===== config.mk =====
export PLATFORM = sky130hd
export DESIGN_NAME = mic_irq_ctrl
export DESIGN_NICKNAME = d
export VERILOG_FILES = /design/src/mic_pkg.sv /design/src/mic_irq_ctrl.sv /design/src/mic_sync.sv
export SDC_FILE = /design/constraint.sdc
export NUM_CORES = 1
export LEC_CHECK = 0
export ABC_AREA = 0
export BUFFER_PORTS_ARGS = -buffer_cell sky130_fd_sc_hd__buf_2
export CORE_ASPECT_RATIO = 0.8
export CORE_UTILIZATION = 58
export DETAILED_ROUTE_END_ITERATION = 6
export HOLD_SLACK_MARGIN = 0.06
export MAX_ROUTING_LAYER = met4
export PLACE_DENSITY = 0.93
export REMOVE_ABC_BUFFERS = 1
export SLEW_MARGIN = 25
export SYNTH_ARGS = -nofsm -noshare
export SYNTH_HDL_FRONTEND = slang
export SYNTH_SLANG_ARGS = --single-unit

===== constraint.sdc =====
create_clock -name core_clk -period 4.16 [get_ports core_clk]
set_clock_uncertainty 0.15 [all_clocks]
set_input_delay 0.416 -clock core_clk [delete_from_list [all_inputs] [get_ports core_clk]]
set_output_delay 0.416 -clock core_clk [all_outputs]
set_load 0.02 [all_outputs]

===== src/mic_pkg.sv =====
package mic_pkg;

  // ==========================================================================
  // register offsets (byte addresses, one 32-bit word each)
  // ==========================================================================
  localparam logic [7:0] ADDR_CORE_CTRL = 8'h00;   // core_irq_control
  localparam logic [7:0] ADDR_PREQ_ONE  = 8'h04;   // periph_request_one
  localparam logic [7:0] ADDR_PREQ_TWO  = 8'h08;   // periph_request_two
  localparam logic [7:0] ADDR_PEN_ONE   = 8'h0C;   // periph_enable_one
  localparam logic [7:0] ADDR_PEN_TWO   = 8'h10;   // periph_enable_two
  localparam logic [7:0] ADDR_OPTION    = 8'h14;   // edge select, change-pin enables
  localparam logic [7:0] ADDR_STATUS    = 8'h18;   // state readback
  localparam logic [7:0] ADDR_PORT      = 8'h1C;   // change_detect_port read

  // ==========================================================================
  // core_irq_control fields
  // ==========================================================================
  localparam int CC_GIE   = 7;
  localparam int CC_PEIE  = 6;
  localparam int CC_T0IE  = 5;
  localparam int CC_INTE  = 4;
  localparam int CC_RBIE  = 3;
  localparam int CC_T0IF  = 2;
  localparam int CC_EXT_IRQ_FLAG  = 1;
  localparam int CC_PORT_CHANGE_FLAG  = 0;
  localparam logic [7:0] CC_FLAG_MASK = 8'h07;

  // option register fields
  localparam int OPT_EDGE = 8;
  localparam int OPT_IOC_MSB = 7;

  // valid bits of the second peripheral flag and enable registers
  localparam logic [7:0] PREQ_TWO_MASK = 8'hFD;

  localparam logic [12:0] IRQ_VECTOR = 13'h0004;
  localparam logic [12:0] PC_ZERO    = 13'h0000;
  localparam logic [12:0] PC_ONE     = 13'h0001;
  localparam logic [1:0]  RESP_OKAY   = 2'b00;
  localparam logic [1:0]  RESP_SLVERR = 2'b10;

  // ==========================================================================
  // sequencer states
  // ==========================================================================
  typedef enum logic [3:0] {
    ST_RUN   = 4'b0001,
    ST_SYNC  = 4'b0010,
    ST_VEC   = 4'b0100,
    ST_SLEEP = 4'b1000
  } mic_state_t;

endpackage : mic_pkg


===== src/mic_irq_ctrl.sv =====
// Chosen here: the AXI4-Lite slave port and the placing of the registers.
`timescale 1ns/1ps
// Overview of operation
// - Global enable set lets unmasked requests interrupt; clear blocks all.
// - Reset clears the global enable.
// - Return-from-interrupt leaves the routine and sets the global enable.
// - Servicing clears global enable, pushes return address, loads vector 0004h.
// - External events are serviced three or four instruction cycles later.
// - Latency is independent of one- or two-cycle instructions; here a two-cycle one can add an instruction cycle.
// - Flags set on events regardless of the interrupt enable bits.
// - Request pending when global enable is cleared stays pending until re-enabled.
// - Every request has its own enable bit.
// - Core control holds edge-pin, port-change, timer-zero flags and enables.
// - First peripheral register holds converter, serial, timer, capture flags.
// - Second peripheral register holds clock-monitor, comparator, write, wake flags.
// - Wake by interrupt runs PC+1, then vectors to 0004h if enabled.
// - External pin is edge sensitive, polarity chosen by edge select.
// - Enabled change pins mismatching the last port read set port-change flag.
module mic_irq_ctrl (
  input  wire logic        core_clk,
  input  wire logic        rst_n,
  // axi4-lite slave
  input  wire logic [7:0]  s_axi_awaddr,
  input  wire logic        s_axi_awvalid,
  output logic             s_axi_awready,
  input  wire logic [31:0] s_axi_wdata,
  input  wire logic [3:0]  s_axi_wstrb,
  input  wire logic        s_axi_wvalid,
  output logic             s_axi_wready,
  output logic [1:0]       s_axi_bresp,
  output logic             s_axi_bvalid,
  input  wire logic        s_axi_bready,
  input  wire logic [7:0]  s_axi_araddr,
  input  wire logic        s_axi_arvalid,
  output logic             s_axi_arready,
  output logic [31:0]      s_axi_rdata,
  output logic [1:0]       s_axi_rresp,
  output logic             s_axi_rvalid,
  input  wire logic        s_axi_rready,
  // pins
  input  wire logic        ext_irq_pin,
  input  wire logic [7:0]  change_detect_port,
  // peripheral event pulses (same clock)
  input  wire logic        tmr0_ovf_evt,
  input  wire logic [7:0]  periph_one_evt,
  input  wire logic [7:0]  periph_two_evt,
  // core sequencer
  input  wire logic        instr_cycle,
  input  wire logic        instr_done,
  input  wire logic        ret_from_irq,
  input  wire logic        sleep_req,
  input  wire logic [12:0] pc_current,
  output logic             irq_request,
  output logic             pc_load,
  output logic [12:0]      pc_load_value,
  output logic             stack_push,
  output logic [12:0]      stack_push_data,
  output logic             core_wake,
  output logic             core_asleep
);

  typedef struct packed {
    mic_pkg::mic_state_t st;
    logic [7:0]          core_ctrl;
    logic [7:0]          preq_one;
    logic [7:0]          preq_two;
    logic [7:0]          pen_one;
    logic [7:0]          pen_two;
    logic [8:0]          option;
    logic [7:0]          port_latch;
    logic                ext_prev;
    logic                aw_got;
    logic [7:0]          aw_addr;
    logic                w_got;
    logic [31:0]         w_data;
    logic [3:0]          w_strb;
    logic                awready;
    logic                wready;
    logic                bvalid;
    logic [1:0]          bresp;
    logic                arready;
    logic                rvalid;
    logic [31:0]         rdata;
    logic [1:0]          rresp;
    logic                irq_req;
    logic                pc_load;
    logic [12:0]         pc_val;
    logic                push;
    logic [12:0]         push_data;
    logic                wake;
    logic                asleep;
  } mic_state_s_t;

  mic_state_s_t state_reg;
  mic_state_s_t state_next;

  logic       ext_sync;
  logic [7:0] port_sync;

  // ==========================================================================
  // pin synchronisers
  // ==========================================================================
  mic_sync #(.WIDTH(9)) u_sync (
    .core_clk (core_clk),
    .rst_n    (rst_n),
    .async_in ({ext_irq_pin, change_detect_port}),
    .sync_out ({ext_sync, port_sync})
  );

  // ==========================================================================
  // next state
  // ==========================================================================
  always_comb begin
    logic       ext_edge;
    logic       port_mismatch;
    logic       pending;
    logic       do_write;
    logic       wr_hit;
    logic       rd_port;
    logic [7:0] wb;
    logic [7:0] set_cc;
    logic [7:0] set_one;
    logic [7:0] set_two;
    ext_edge      = 1'b0;
    port_mismatch = 1'b0;
    pending       = 1'b0;
    do_write      = 1'b0;
    wr_hit        = 1'b0;
    rd_port       = 1'b0;
    wb            = 8'h00;
    set_cc        = 8'h00;
    set_one       = 8'h00;
    set_two       = 8'h00;
    state_next    = state_reg;
    state_next.pc_load = 1'b0;
    state_next.push    = 1'b0;
    state_next.wake    = 1'b0;

    // event detection
    ext_edge = state_reg.option[mic_pkg::OPT_EDGE] ? (ext_sync & ~state_reg.ext_prev)
                                                   : (~ext_sync & state_reg.ext_prev);
    state_next.ext_prev = ext_sync;
    port_mismatch = |((port_sync ^ state_reg.port_latch)
                      & state_reg.option[mic_pkg::OPT_IOC_MSB:0]);
    set_cc[mic_pkg::CC_EXT_IRQ_FLAG] = ext_edge;
    set_cc[mic_pkg::CC_PORT_CHANGE_FLAG] = port_mismatch;
    set_cc[mic_pkg::CC_T0IF] = tmr0_ovf_evt;
    set_one = periph_one_evt;
    set_two = periph_two_evt & mic_pkg::PREQ_TWO_MASK;

    // ---------------- axi write channel ----------------
    state_next.awready = 1'b0;
    state_next.wready  = 1'b0;
    if (s_axi_awvalid && state_reg.awready) begin
      state_next.aw_got  = 1'b1;
      state_next.aw_addr = s_axi_awaddr;
    end
    if (s_axi_wvalid && state_reg.wready) begin
      state_next.w_got  = 1'b1;
      state_next.w_data = s_axi_wdata;
      state_next.w_strb = s_axi_wstrb;
    end
    if (!state_next.aw_got && !state_reg.bvalid && !state_reg.awready) begin
      state_next.awready = 1'b1;
    end
    if (!state_next.w_got && !state_reg.bvalid && !state_reg.wready) begin
      state_next.wready = 1'b1;
    end
    if (state_reg.bvalid && s_axi_bready) begin
      state_next.bvalid = 1'b0;
    end
    if (state_reg.aw_got && state_reg.w_got && !state_reg.bvalid) begin
      do_write          = 1'b1;
      state_next.aw_got = 1'b0;
      state_next.w_got  = 1'b0;
      state_next.bvalid = 1'b1;
      wr_hit = (state_reg.aw_addr <= mic_pkg::ADDR_OPTION) && (state_reg.aw_addr[1:0] == 2'b00);
      state_next.bresp = wr_hit ? mic_pkg::RESP_OKAY : mic_pkg::RESP_SLVERR;
    end
    wb = state_reg.w_data[7:0];
    if (do_write && wr_hit && state_reg.w_strb[0]) begin
      case (state_reg.aw_addr)
        mic_pkg::ADDR_CORE_CTRL: state_next.core_ctrl = wb;
        mic_pkg::ADDR_PREQ_ONE:  state_next.preq_one  = wb;
        mic_pkg::ADDR_PREQ_TWO:  state_next.preq_two  = wb & mic_pkg::PREQ_TWO_MASK;
        mic_pkg::ADDR_PEN_ONE:   state_next.pen_one   = wb;
        mic_pkg::ADDR_PEN_TWO:   state_next.pen_two   = wb & mic_pkg::PREQ_TWO_MASK;
        mic_pkg::ADDR_OPTION:    state_next.option[7:0] = wb;
        default: ;
      endcase
    end
    // the edge select sits in the second byte lane
    if (do_write && wr_hit && state_reg.w_strb[1]
        && state_reg.aw_addr == mic_pkg::ADDR_OPTION) begin
      state_next.option[mic_pkg::OPT_EDGE] = state_reg.w_data[mic_pkg::OPT_EDGE];
    end

    // ---------------- axi read channel ----------------
    state_next.arready = 1'b0;
    if (state_reg.rvalid && s_axi_rready) begin
      state_next.rvalid = 1'b0;
    end
    if (!state_reg.rvalid && !state_reg.arready && s_axi_arvalid) begin
      state_next.arready = 1'b1;
    end
    if (state_reg.arready && s_axi_arvalid) begin
      state_next.rvalid = 1'b1;
      state_next.rresp  = mic_pkg::RESP_OKAY;
      state_next.rdata  = 32'h0000_0000;
      case (s_axi_araddr)
        mic_pkg::ADDR_CORE_CTRL: state_next.rdata[7:0] = state_reg.core_ctrl;
        mic_pkg::ADDR_PREQ_ONE:  state_next.rdata[7:0] = state_reg.preq_one;
        mic_pkg::ADDR_PREQ_TWO:  state_next.rdata[7:0] = state_reg.preq_two;
        mic_pkg::ADDR_PEN_ONE:   state_next.rdata[7:0] = state_reg.pen_one;
        mic_pkg::ADDR_PEN_TWO:   state_next.rdata[7:0] = state_reg.pen_two;
        mic_pkg::ADDR_OPTION:    state_next.rdata[8:0] = state_reg.option;
        mic_pkg::ADDR_STATUS:    state_next.rdata[3:0] = state_reg.st;
        mic_pkg::ADDR_PORT: begin
          state_next.rdata[7:0] = port_sync;
          rd_port = 1'b1;
        end
        default: state_next.rresp = mic_pkg::RESP_SLVERR;
      endcase
    end
    // a port read refreshes the comparison latch, ending the mismatch
    if (rd_port) begin
      state_next.port_latch = port_sync;
    end

    // hardware sets win over software clears
    state_next.core_ctrl = state_next.core_ctrl | set_cc;
    state_next.preq_one  = state_next.preq_one | set_one;
    state_next.preq_two  = state_next.preq_two | set_two;

    // ---------------- request combine ----------------
    pending = |(state_reg.core_ctrl[mic_pkg::CC_T0IF:mic_pkg::CC_PORT_CHANGE_FLAG]
                & state_reg.core_ctrl[mic_pkg::CC_T0IE:mic_pkg::CC_RBIE])
              | (state_reg.core_ctrl[mic_pkg::CC_PEIE]
                 & |((state_reg.preq_one & state_reg.pen_one)
                     | (state_reg.preq_two & state_reg.pen_two)));
    state_next.irq_req = pending & state_next.core_ctrl[mic_pkg::CC_GIE];

    // ---------------- sequencer ----------------
    case (state_reg.st)
      mic_pkg::ST_RUN: begin
        if (ret_from_irq && instr_done) begin
          state_next.core_ctrl[mic_pkg::CC_GIE] = 1'b1;
        end
        // a gie clear this cycle masks the request; it stays pending
        if (pending && state_next.core_ctrl[mic_pkg::CC_GIE]
            && state_reg.core_ctrl[mic_pkg::CC_GIE]) begin
          state_next.st = mic_pkg::ST_SYNC;
        end else if (sleep_req && instr_done) begin
          state_next.st     = mic_pkg::ST_SLEEP;
          state_next.asleep = 1'b1;
        end
      end
      mic_pkg::ST_SYNC: begin
        // wait for the instruction boundary, whatever its length
        if (!(pending && state_next.core_ctrl[mic_pkg::CC_GIE])) begin
          state_next.st = mic_pkg::ST_RUN;
        end else if (instr_done && instr_cycle) begin
          state_next.st = mic_pkg::ST_VEC;
        end
      end
      mic_pkg::ST_VEC: begin
        state_next.core_ctrl[mic_pkg::CC_GIE] = 1'b0;
        state_next.push      = 1'b1;
        state_next.push_data = pc_current;
        state_next.pc_load   = 1'b1;
        state_next.pc_val    = mic_pkg::IRQ_VECTOR;
        state_next.irq_req   = 1'b0;
        state_next.st        = mic_pkg::ST_RUN;
      end
      mic_pkg::ST_SLEEP: begin
        if (pending) begin
          // resume at pc+1; vectoring then follows from run if enabled
          state_next.wake    = 1'b1;
          state_next.asleep  = 1'b0;
          state_next.pc_load = 1'b1;
          state_next.pc_val  = pc_current + mic_pkg::PC_ONE;
          state_next.st      = mic_pkg::ST_RUN;
        end
      end
      default: state_next.st = mic_pkg::ST_RUN;
    endcase
  end

  // ==========================================================================
  // state register
  // ==========================================================================
  always_ff @(posedge core_clk or negedge rst_n) begin
    if (!rst_n) begin
      state_reg    <= '0;
      state_reg.st <= mic_pkg::ST_RUN;
    end else begin
      state_reg <= state_next;
    end
  end

  // ==========================================================================
  // outputs
  // ==========================================================================
  assign s_axi_awready   = state_reg.awready;
  assign s_axi_wready    = state_reg.wready;
  assign s_axi_bvalid    = state_reg.bvalid;
  assign s_axi_bresp     = state_reg.bresp;
  assign s_axi_arready   = state_reg.arready;
  assign s_axi_rvalid    = state_reg.rvalid;
  assign s_axi_rdata     = state_reg.rdata;
  assign s_axi_rresp     = state_reg.rresp;
  assign irq_request     = state_reg.irq_req;
  assign pc_load         = state_reg.pc_load;
  assign pc_load_value   = state_reg.pc_val;
  assign stack_push      = state_reg.push;
  assign stack_push_data = state_reg.push_data;
  assign core_wake       = state_reg.wake;
  assign core_asleep     = state_reg.asleep;

endmodule : mic_irq_ctrl


===== src/mic_sync.sv =====
`timescale 1ns/1ps
module mic_sync #(
  parameter int WIDTH = 1
) (
  input  wire logic             core_clk,
  input  wire logic             rst_n,
  input  wire logic [WIDTH-1:0] async_in,
  output logic      [WIDTH-1:0] sync_out
);

  // ==========================================================================
  // three stages; output changes once stages two and three agree
  // ==========================================================================
  typedef struct packed {
    logic [WIDTH-1:0] s1;
    logic [WIDTH-1:0] s2;
    logic [WIDTH-1:0] s3;
    logic [WIDTH-1:0] out;
  } mic_sync_t;

  mic_sync_t state_reg;
  mic_sync_t state_next;

  always_comb begin
    state_next    = state_reg;
    state_next.s1 = async_in;
    state_next.s2 = state_reg.s1;
    state_next.s3 = state_reg.s2;
    for (int i = 0; i < WIDTH; i++) begin
      if (state_reg.s2[i] == state_reg.s3[i]) begin
        state_next.out[i] = state_reg.s3[i];
      end
    end
  end

  always_ff @(posedge core_clk or negedge rst_n) begin
    if (!rst_n) begin
      state_reg <= '0;
    end else begin
      state_reg <= state_next;
    end
  end

  assign sync_out = state_reg.out;

endmodule : mic_sync


Yosys cells after proc, flatten, opt, wreduce, memory -nomap -nowiden
Index checks and enable logic that the tools add are counted.

storage, ports and cells
  register bits = 192
  input port bits = 102
  output and inout port bits = 72

cells by class
  reduce and logical (&&, ||, !) cells = 48
  bitwise logic cells = 16
  eq/ne operators = 30
  order comparisons = 1
  $add $sub $neg = 1
  muxes and demuxes = 45

operators by type and width
  kind                                                                               count
  8-bit by 5-bit equality test with 1-bit output (second input constant)             6
  40-bit two-way mux                                                                 1
  8-bit two-way mux                                                                  5
  37-bit two-way mux                                                                 1
  35-bit two-way mux                                                                 1
  8-bit by 4-bit equality test with 1-bit output (second input constant)             4
  4-bit case mux with 8 select lines                                                 1
  14-bit two-way mux                                                                 2
  14-bit case mux with 2 select lines                                                1
  4-bit case mux with 7 select lines                                                 1
  8-bit bitwise AND                                                                  3
  1-bit logical AND                                                                  24
  8-bit bitwise OR                                                                   3
  8-bit OR reduction                                                                 3
  4-bit two-way mux                                                                  5
  1-bit two-way mux                                                                  19
  8-bit by 3-bit equality test with 1-bit output (second input constant)             2
  8-bit logical NOT                                                                  2
  13-bit by 1-bit adder with 13-bit output (second input constant)                   1
  4-bit case mux with 3 select lines                                                 1
  1-bit equality test                                                                9
  9-bit two-way mux                                                                  1
  8-bit by 5-bit less-or-equal comparator with 1-bit output (second input constant)  1
  8-bit by 3-bit bitwise OR with 8-bit output                                        1
  21 further kinds                                                                   43

Longest topological paths before layout
Gate-level depths: netlist (run 1).

  depth in word-level cells = 13
  gate-level depth with buffers = 7
  depth with buffers taken out = 6

Cells and area by module
A second synthesis (run 1) with hierarchy kept.

second synthesis, totals
  cells, all modules = 612
  area total of the unflattened synthesis = 7397.1 µm²

modules (own cells, without submodules)
  module        cells each  instances  seq. area each (µm²)  area each (µm²)
  mic_irq_ctrl  558         1          3204.3                6327.3
  mic_sync      54          1          900.9                 1069.8

Worst setup path after synthesis (run 1)
Ideal clock, no wire load.

  kind = register to register
  start = register state_reg (netlist bit s_axi_bvalid)
  end = register state_reg[160] in the netlist's numbering
  data arrival time = 1.817 ns
  path slack = 2.069 ns
  buffers on the path = 2
  cell stages (with the launch flop) = 7
  required time = 3.886 ns
  path through = dfrtp_1 > and3b_1 > buf_2 > nand4_2 > or3b_1 > buf_2 > a211o_1

RTL lines
  element                 RTL line             text
  start, declared         mic_irq_ctrl.sv:94   mic_state_s_t state_reg;
  start signal, assigned  mic_irq_ctrl.sv:297  state_reg <= state_next;

Final worst setup path (run 1)
  start = register state_reg[116] in the netlist's numbering
  end = register state_reg[150] in the netlist's numbering

on the way
  longest elaborated chain between the ends = 6

ends and longest elaborated chain
  element                                                    RTL line             text
  8-bit by 5-bit less-or-equal comparator with 1-bit output  mic_irq_ctrl.sv:177  wr_hit = (state_reg.aw_addr <= mic_pkg::ADDR_OPTION) && (state_reg.aw_addr[1:0] == 2'b00);
  1-bit logical AND                                          mic_irq_ctrl.sv:177
  1-bit two-way mux                                          mic_irq_ctrl.sv:172  if (state_reg.aw_got && state_reg.w_got && !state_reg.bvalid) begin
  1-bit logical AND (2 in a row)                             mic_irq_ctrl.sv:181  if (do_write && wr_hit && state_reg.w_strb[0]) begin
  2-bit AND reduction (no line) *                            n/a

Every way passes the cells marked *; elsewhere a longest branch is shown, timed or not.
A chain may end at the register's enable or synchronous reset.

==> results of run 1 <==
[worst max-delay path, cell delays in order (launching register included)]
cell,delay (ns)
dfrtp_1,0.38
nor3_1,0.44
nand4_2,0.25
nor2_1,0.59
nand3_2,0.35
mux2_2,0.37
[Yosys cell counts (all sizes together) (8+ instances only)]
cell,instances
mux2,59
a211o,16
nor2b,8
nor2,17
mux4,8
dfrtp,163
a22oi,11
inv,11
a21oi,8
maj3,9
nand3,12
xor2,13
nand2,75
o21ai,16
nor3,9
buf,72
mux2i,20
and3,15
[worst paths after layout]
path                                               to  slack, ns
worst max-delay path                   state_reg[150]       1.51
worst min-delay path              stack_push_data[11]       0.07
worst max register to register         state_reg[150]       1.51
worst min register to register  u_sync.state_next[16]       0.20
max in group asynchronous         stack_push_data[12]       2.45
min in group asynchronous          u_sync.sync_out[1]       0.50
[power by group through the flow]
stage / logic, µW / registers [µW] / clock network, µW
2_1_floorplan: 419 / 2100 / 0
3_3_place_gp: 697 / 2090 / 0
3_5_place_dp: 731 / 2100 / 0
4_1_cts: 755 / 2080 / 1510
5_1_grt: 832 / 2110 / 1590
6_report: 764 / 2090 / 1490
[cells by family (layout without fill, tap and decap cells)]
kind of cell | after synthesis | in the layout
other | 1 | 25
buffers and inverters | 90 | 200
xor gates and xnor gates | 19 | 19
adders and majority gates | 10 | 10
muxes | 87 | 87
DFF | 164 | 164
and+or+nand+nor | 157 | 157
AOI/OAI and AO/OA | 76 | 76
[repair_timing]
action                    4_1_cts  5_1_grt
hold buffers                   28        4
hold endpoints to repair       28      123
setup buffers                   0        0
[layout make-up]
cell class                 count  area share
clock inverter                12      0.0123
sequential                   164       0.473
tap                          171      0.0247
timing repair buffer         157       0.111
inverter                      11     0.00476
multi-input combinational    374       0.321
clock buffer                  20      0.0527
[per-stage QoR]
step	std cells	hold slack (ns)	worst slack (ns)	util	power, µW
floorplan	549	-0.0296	2.02	-	2520
global placement	844	0.188	1.71	0.632	2780
detailed placement	844	0.187	1.60	0.632	2830
CTS	904	0.0600	1.60	0.701	4340
global route	909	0.0601	1.46	0.705	4530
finish	909	0.0717	1.51	0.705	4340
[routing by layer]
metal | track usage | part of all wire | wire length, µm | vias up
li1 | - | - | - | 2291
met1 | 0.351 | 0.44 | 7160 | 2536
met2 | 0.409 | 0.47 | 7720 | 208
met4 | 0.0977 | 0.014 | 222 | 0
met3 | 0.0851 | 0.078 | 1290 | 17
met5 | - | 0 | 0 | -
==> metrics, run 1 <==
Clock Root Buffer=clkbuf_16; period utilization=0.638; Tmin final=2.65 ns; fmax=377 MHz; Synth cell types=56; Worst Setup SP=state_reg[116]; layout cell share with drive strength beyond 1=0.321; Die Wd=128 µm; H-Tree Level Count=4; antenna cells=0; xor/xnor share of the synthesized area=0.0225; largest family of logic cells by synthesized area=multiplexers; Final Wtd Congestion=0.882; Hold Path Stages=3; first-pass GRT wire length=25,600 µm; Worst-Skew Late Latency=0.42 ns; final std cell area, no fill=8670 µm²; die area=13,200 µm²; Hold Crit Class=in -> reg; Max Slew Vio Count=0; Setup CP Type=reg -> reg; # fillers=878; final WL=16,400 µm; PostCTS Resize Cnt=0; Tightest Pin Transition=0.899 ns; dominant cells by area after synthesis=dfrtp_1 (55%), mux2_2 (9.0%), buf_4 (6.4%); io pins=174; critical path fanouts, max=8; Rel. slew slack=0.399; FF+latch area=4110 µm²; maximum VDD drop=0.000371 V; DP Area=7770 µm²; Synth Area in Compound Gates=0.0759; Switch Pwr=1310 µW; combinational cell fraction of total power=0.176; most frequent cells in the layout=dfrtp_1 (163), buf_2 (121), nand2_1 (75), mux2_2 (59), dlygate4sd3_1 (32); PortBufs=122; Post-synth EDFFs=0; multiplexer share of the synthesized area=0.141; P_int=3030 µW; Hold Startpoint=pc_current[11]; RSZ-0062 raised after global routing=no; global route overflow=0; Yosys warnings=0; R2R cell count=5; CTS Buffer Depth=2; P_leak=0.00405 µW; footprint of the multi-input gates=2790 µm²; Post-Synthesis Cell Area=7390 µm²; Clk pwr share=0.343; vias=5,052; Seq pwr share=0.481; initial antenna violation count=0; # DRC=0; outcome=completed; die span in y=103 µm; DR WL/cell=18.0 µm; MaxCap Viol Count=0; DRT iter0 DRCs=344; Setup crit start kind=flop; Power Density=501 nW/µm²; Inserted Clock Buffers=17; average cell area after synthesis=12.2 µm²; Post-synth ARST share=1.00; Fin Setup TNS=0 ns; Worst-path clk slew=0.07 ns; Net count, final=828; core box area=12,300 µm²; Pre-antenna DRT Iters=5; WP data required=4.31 ns; post-synthesis simple-gate area fraction=0.110; Post-DP HPWL=11,300 µm; Starting Density=0.601; max FFs per register=81; Synth Area in Adders=0.0139; Synth Instances=604; top_reg_cell synth=dfrtp_1; clock tree sinks=164; Avg Vias per Cell=5.56; final hold violations=0; area grow syn2layout=17.4%; FF-to-FF Start=state_reg[116]; # rows=36; leading cell type in the layout, fill and taps excluded=dfrtp_1; Total Routing Usage GR=0.272; number of global-route vias before repair=5,061; crit path DAT=2.81 ns; # setup viols final=0; Sw Share=0.302; Synth Register Bits=164; CP endpoint kind=flop; post-synthesis sequential area ratio=0.556; TritonCTS clock tree=done; area leader, netlist=dfrtp_1; DRT antenna net count=0; top cell type's share of synthesized area=0.552; largest net degree at the start of global routing=124
Power figures use the tool's default switching activity.
==> inputs of run 2 (changes only) <==
CORE_UTILIZATION = 54   (was 58)
PLACE_DENSITY = 0.88   (was 0.93)
clock period = 2.5 ns   (was 4.16 ns; I/O delays follow)
==> run 2 against run 1 <==
Effect of this change: the run now ends with DRC left; via count up 6.8%; critical path type unchanged; core utilization down 0.28 points; register-to-register slack lost 1.4 ns; final area up 6.1%; sequential share of layout area fell by 2.7 points; cell count increased by 5.8%; non-clock buffer count rose by 49; total power up 75%; first-iteration DRC count is 39% higher; die area grew 7.3%; global-route usage rose by 0.70 points.
==> metrics, run 2 (synthesized netlist as in run 1, its figures left out) <==
Clk pwr share=0.361 (+0.018); final hold violations=0 (unchanged); footprint of the multi-input gates=2780 µm² (-0.27%); first-pass GRT wire length=28,700 µm (+12%); maximum VDD drop=0.000532 V (+43%); PortBufs=122 (unchanged); DP Area=7890 µm² (+1.5%); number of global-route vias before repair=5,598 (+11%); reg2reg end=state_reg[162]; CP endpoint kind=flop; Starting Density=0.564 (-0.0369); Setup crit start kind=flop; P_leak=0.00430 µW (+6.2%); die span in y=107 µm (+3.6%); die area=14,200 µm² (+7.3%); Pre-antenna DRT Iters=7 (+2); fmax=419 MHz (+11%); # rows=37 (+2.8%); CTS Buffer Depth=2 (unchanged); FF-to-FF Start=state_reg[116]; critical path fanouts, max=9 (+1); Seq pwr share=0.461 (-0.020); Die Wd=133 µm (+3.6%); Net count, final=877 (+5.9%); combinational cell fraction of total power=0.178 (+0.002); most frequent cells in the layout=dfrtp_1 (163), buf_2 (121), nand2_1 (75), dlygate4sd3_1 (69), mux2_2 (59); final WL=17,800 µm (+8.9%); area grow syn2layout=24.6%; antenna cells=0 (unchanged); core box area=13,100 µm² (+6.5%); setup bufs post-CTS=0 (unchanged); Tightest Pin Transition=0.798 ns (-0.100 ns); Worst-path clk slew=0.06 ns (about the same); leading cell type in the layout, fill and taps excluded=dfrtp_1; Sw Share=0.292 (-0.0105); largest net degree at the start of global routing=74 (-40%); Total Routing Usage GR=0.279 (+0.00697); WP data required=2.65 ns (-1.66 ns); Worst-Skew Late Latency=0.43 ns (about the same); layout cell share with drive strength beyond 1=0.316 (-0.00475); # fillers=922 (+5.0%); Avg Vias per Cell=5.61 (+0.91%); Power Density=824 nW/µm² (+65%); RSZ-0062 raised after global routing=no; Hold-fix buffers, CTS=69 (+150%); failing checks=DRC; DRT antenna net count=0 (unchanged); io pins=174 (unchanged); MaxCap Viol Count=0 (unchanged); crit path DAT=2.54 ns (-0.27 ns); initial antenna violation count=0 (unchanged); max FFs per register=81 (unchanged); Design Power=7580 µW (+75%); hold endpoint=s_axi_rdata[8]; Clock Root Buffer=clkbuf_16; Final Wtd Congestion=0.909 (+3.1%); Switch Pwr=2210 µW (+69%); # setup viols final=0 (unchanged); clock tree sinks=164 (unchanged); R2R cell count=4 (-1); outcome=finished, violations left; DRT iter0 DRCs=478 (+39%); Tmin final=2.39 ns (-0.264 ns); Post-DP HPWL=11,900 µm (+4.9%); Setup CP Type=reg -> reg; H-Tree Level Count=4 (unchanged); DR WL/cell=18.6 µm (+2.9%); Max Slew Vio Count=0 (unchanged); Inserted Clock Buffers=17 (unchanged); PostCTS Resize Cnt=0 (unchanged); final std cell area, no fill=9200 µm² (+6.1%); period utilization=0.956 (+0.318); reg-to-reg setup timing slack=0.11 ns (-1.40 ns); FF+latch area=4110 µm² (unchanged); Hold Crit Class=in -> reg; Hold Startpoint=s_axi_araddr[4]; Rel. slew slack=0.460 (+0.0617); P_int=5370 µW (+77%); Fin Setup TNS=0 ns (unchanged); # DRC=1 (+1); global route overflow=0 (unchanged); TritonCTS clock tree=done; vias=5,395 (+6.8%); Hold Path Stages=3 (unchanged)
==> run 2: changes by cell type in the layout (fill, tap and decap cells not counted), sizes merged <==
cell / change
bufinv: +3
clkbuf: -2
buf: +13
clkinvlp: -2
dlygate4sd3: +37
==> run 2: worst max-delay path: stages (launching register included) <==
cell,delay [ns]
dfrtp_1,0.37
nor3_1,0.50
nand4_2,0.25
or3b_1,0.61
a211o_1,0.37
==> run 2: area by class of cell <==
cell class                      instances  share of cell area
Multi-Input combinational cell        374               0.302
Clock inverter                         13              0.0197
Tap cell                              175              0.0238
Inverter                               11             0.00449
Clock buffer                           19              0.0481
Timing Repair Buffer                  206               0.156
Sequential cell                       164               0.446
==> run 2: stage by stage <==
stage | worst slack [ns] | hold WS, ns | instances | util
2_1_floorplan | 0.356 | -0.196 | 549 | -
3_3_place_gp | 0.304 | 0.149 | 861 | 0.602
3_5_place_dp | 0.176 | 0.160 | 861 | 0.602
4_1_cts | 0.156 | 0.0832 | 962 | 0.702
5_1_grt | 0.0273 | 0.0964 | 962 | 0.702
6_report | 0.111 | 0.116 | 962 | 0.702
==> run 2: layer usage <==
metal	vias to the layer above	wire (µm)	GRT usage
li1	2391	-	-
met1	2690	7340	0.341
met2	263	8680	0.435
met3	51	1340	0.0757
met4	0	493	0.135
met5	-	0	-
==> run 2: how the worst max path moves through the flow <==
stage | startpoint | endpoint | slack [ns] | depth (start not counted)
finish | state_reg[116] | state_reg[162] | 0.11 | 4
global route | state_reg[176] | state_reg[175] | 0.03 | 4
CTS | state_reg[116] | state_reg[162] | 0.16 | 4
detailed placement | state_reg[116] | state_reg[162] | 0.18 | 4
global placement | state_reg[116] | state_reg[167] | 0.30 | 4
floorplan | s_axi_bvalid | state_reg[152] | 0.36 | 5
==> run 2: power groups by stage <==
| stage | registers, µW | logic (µW) | clock network (µW) |
|---|---|---|---|
| finish | 3490 | 1350 | 2740 |
| global route | 3540 | 1450 | 2880 |
| CTS | 3470 | 1330 | 2780 |
| detailed placement | 3520 | 1240 | 0 |
| global placement | 3480 | 1180 | 0 |
| floorplan | 3490 | 697 | 0 |
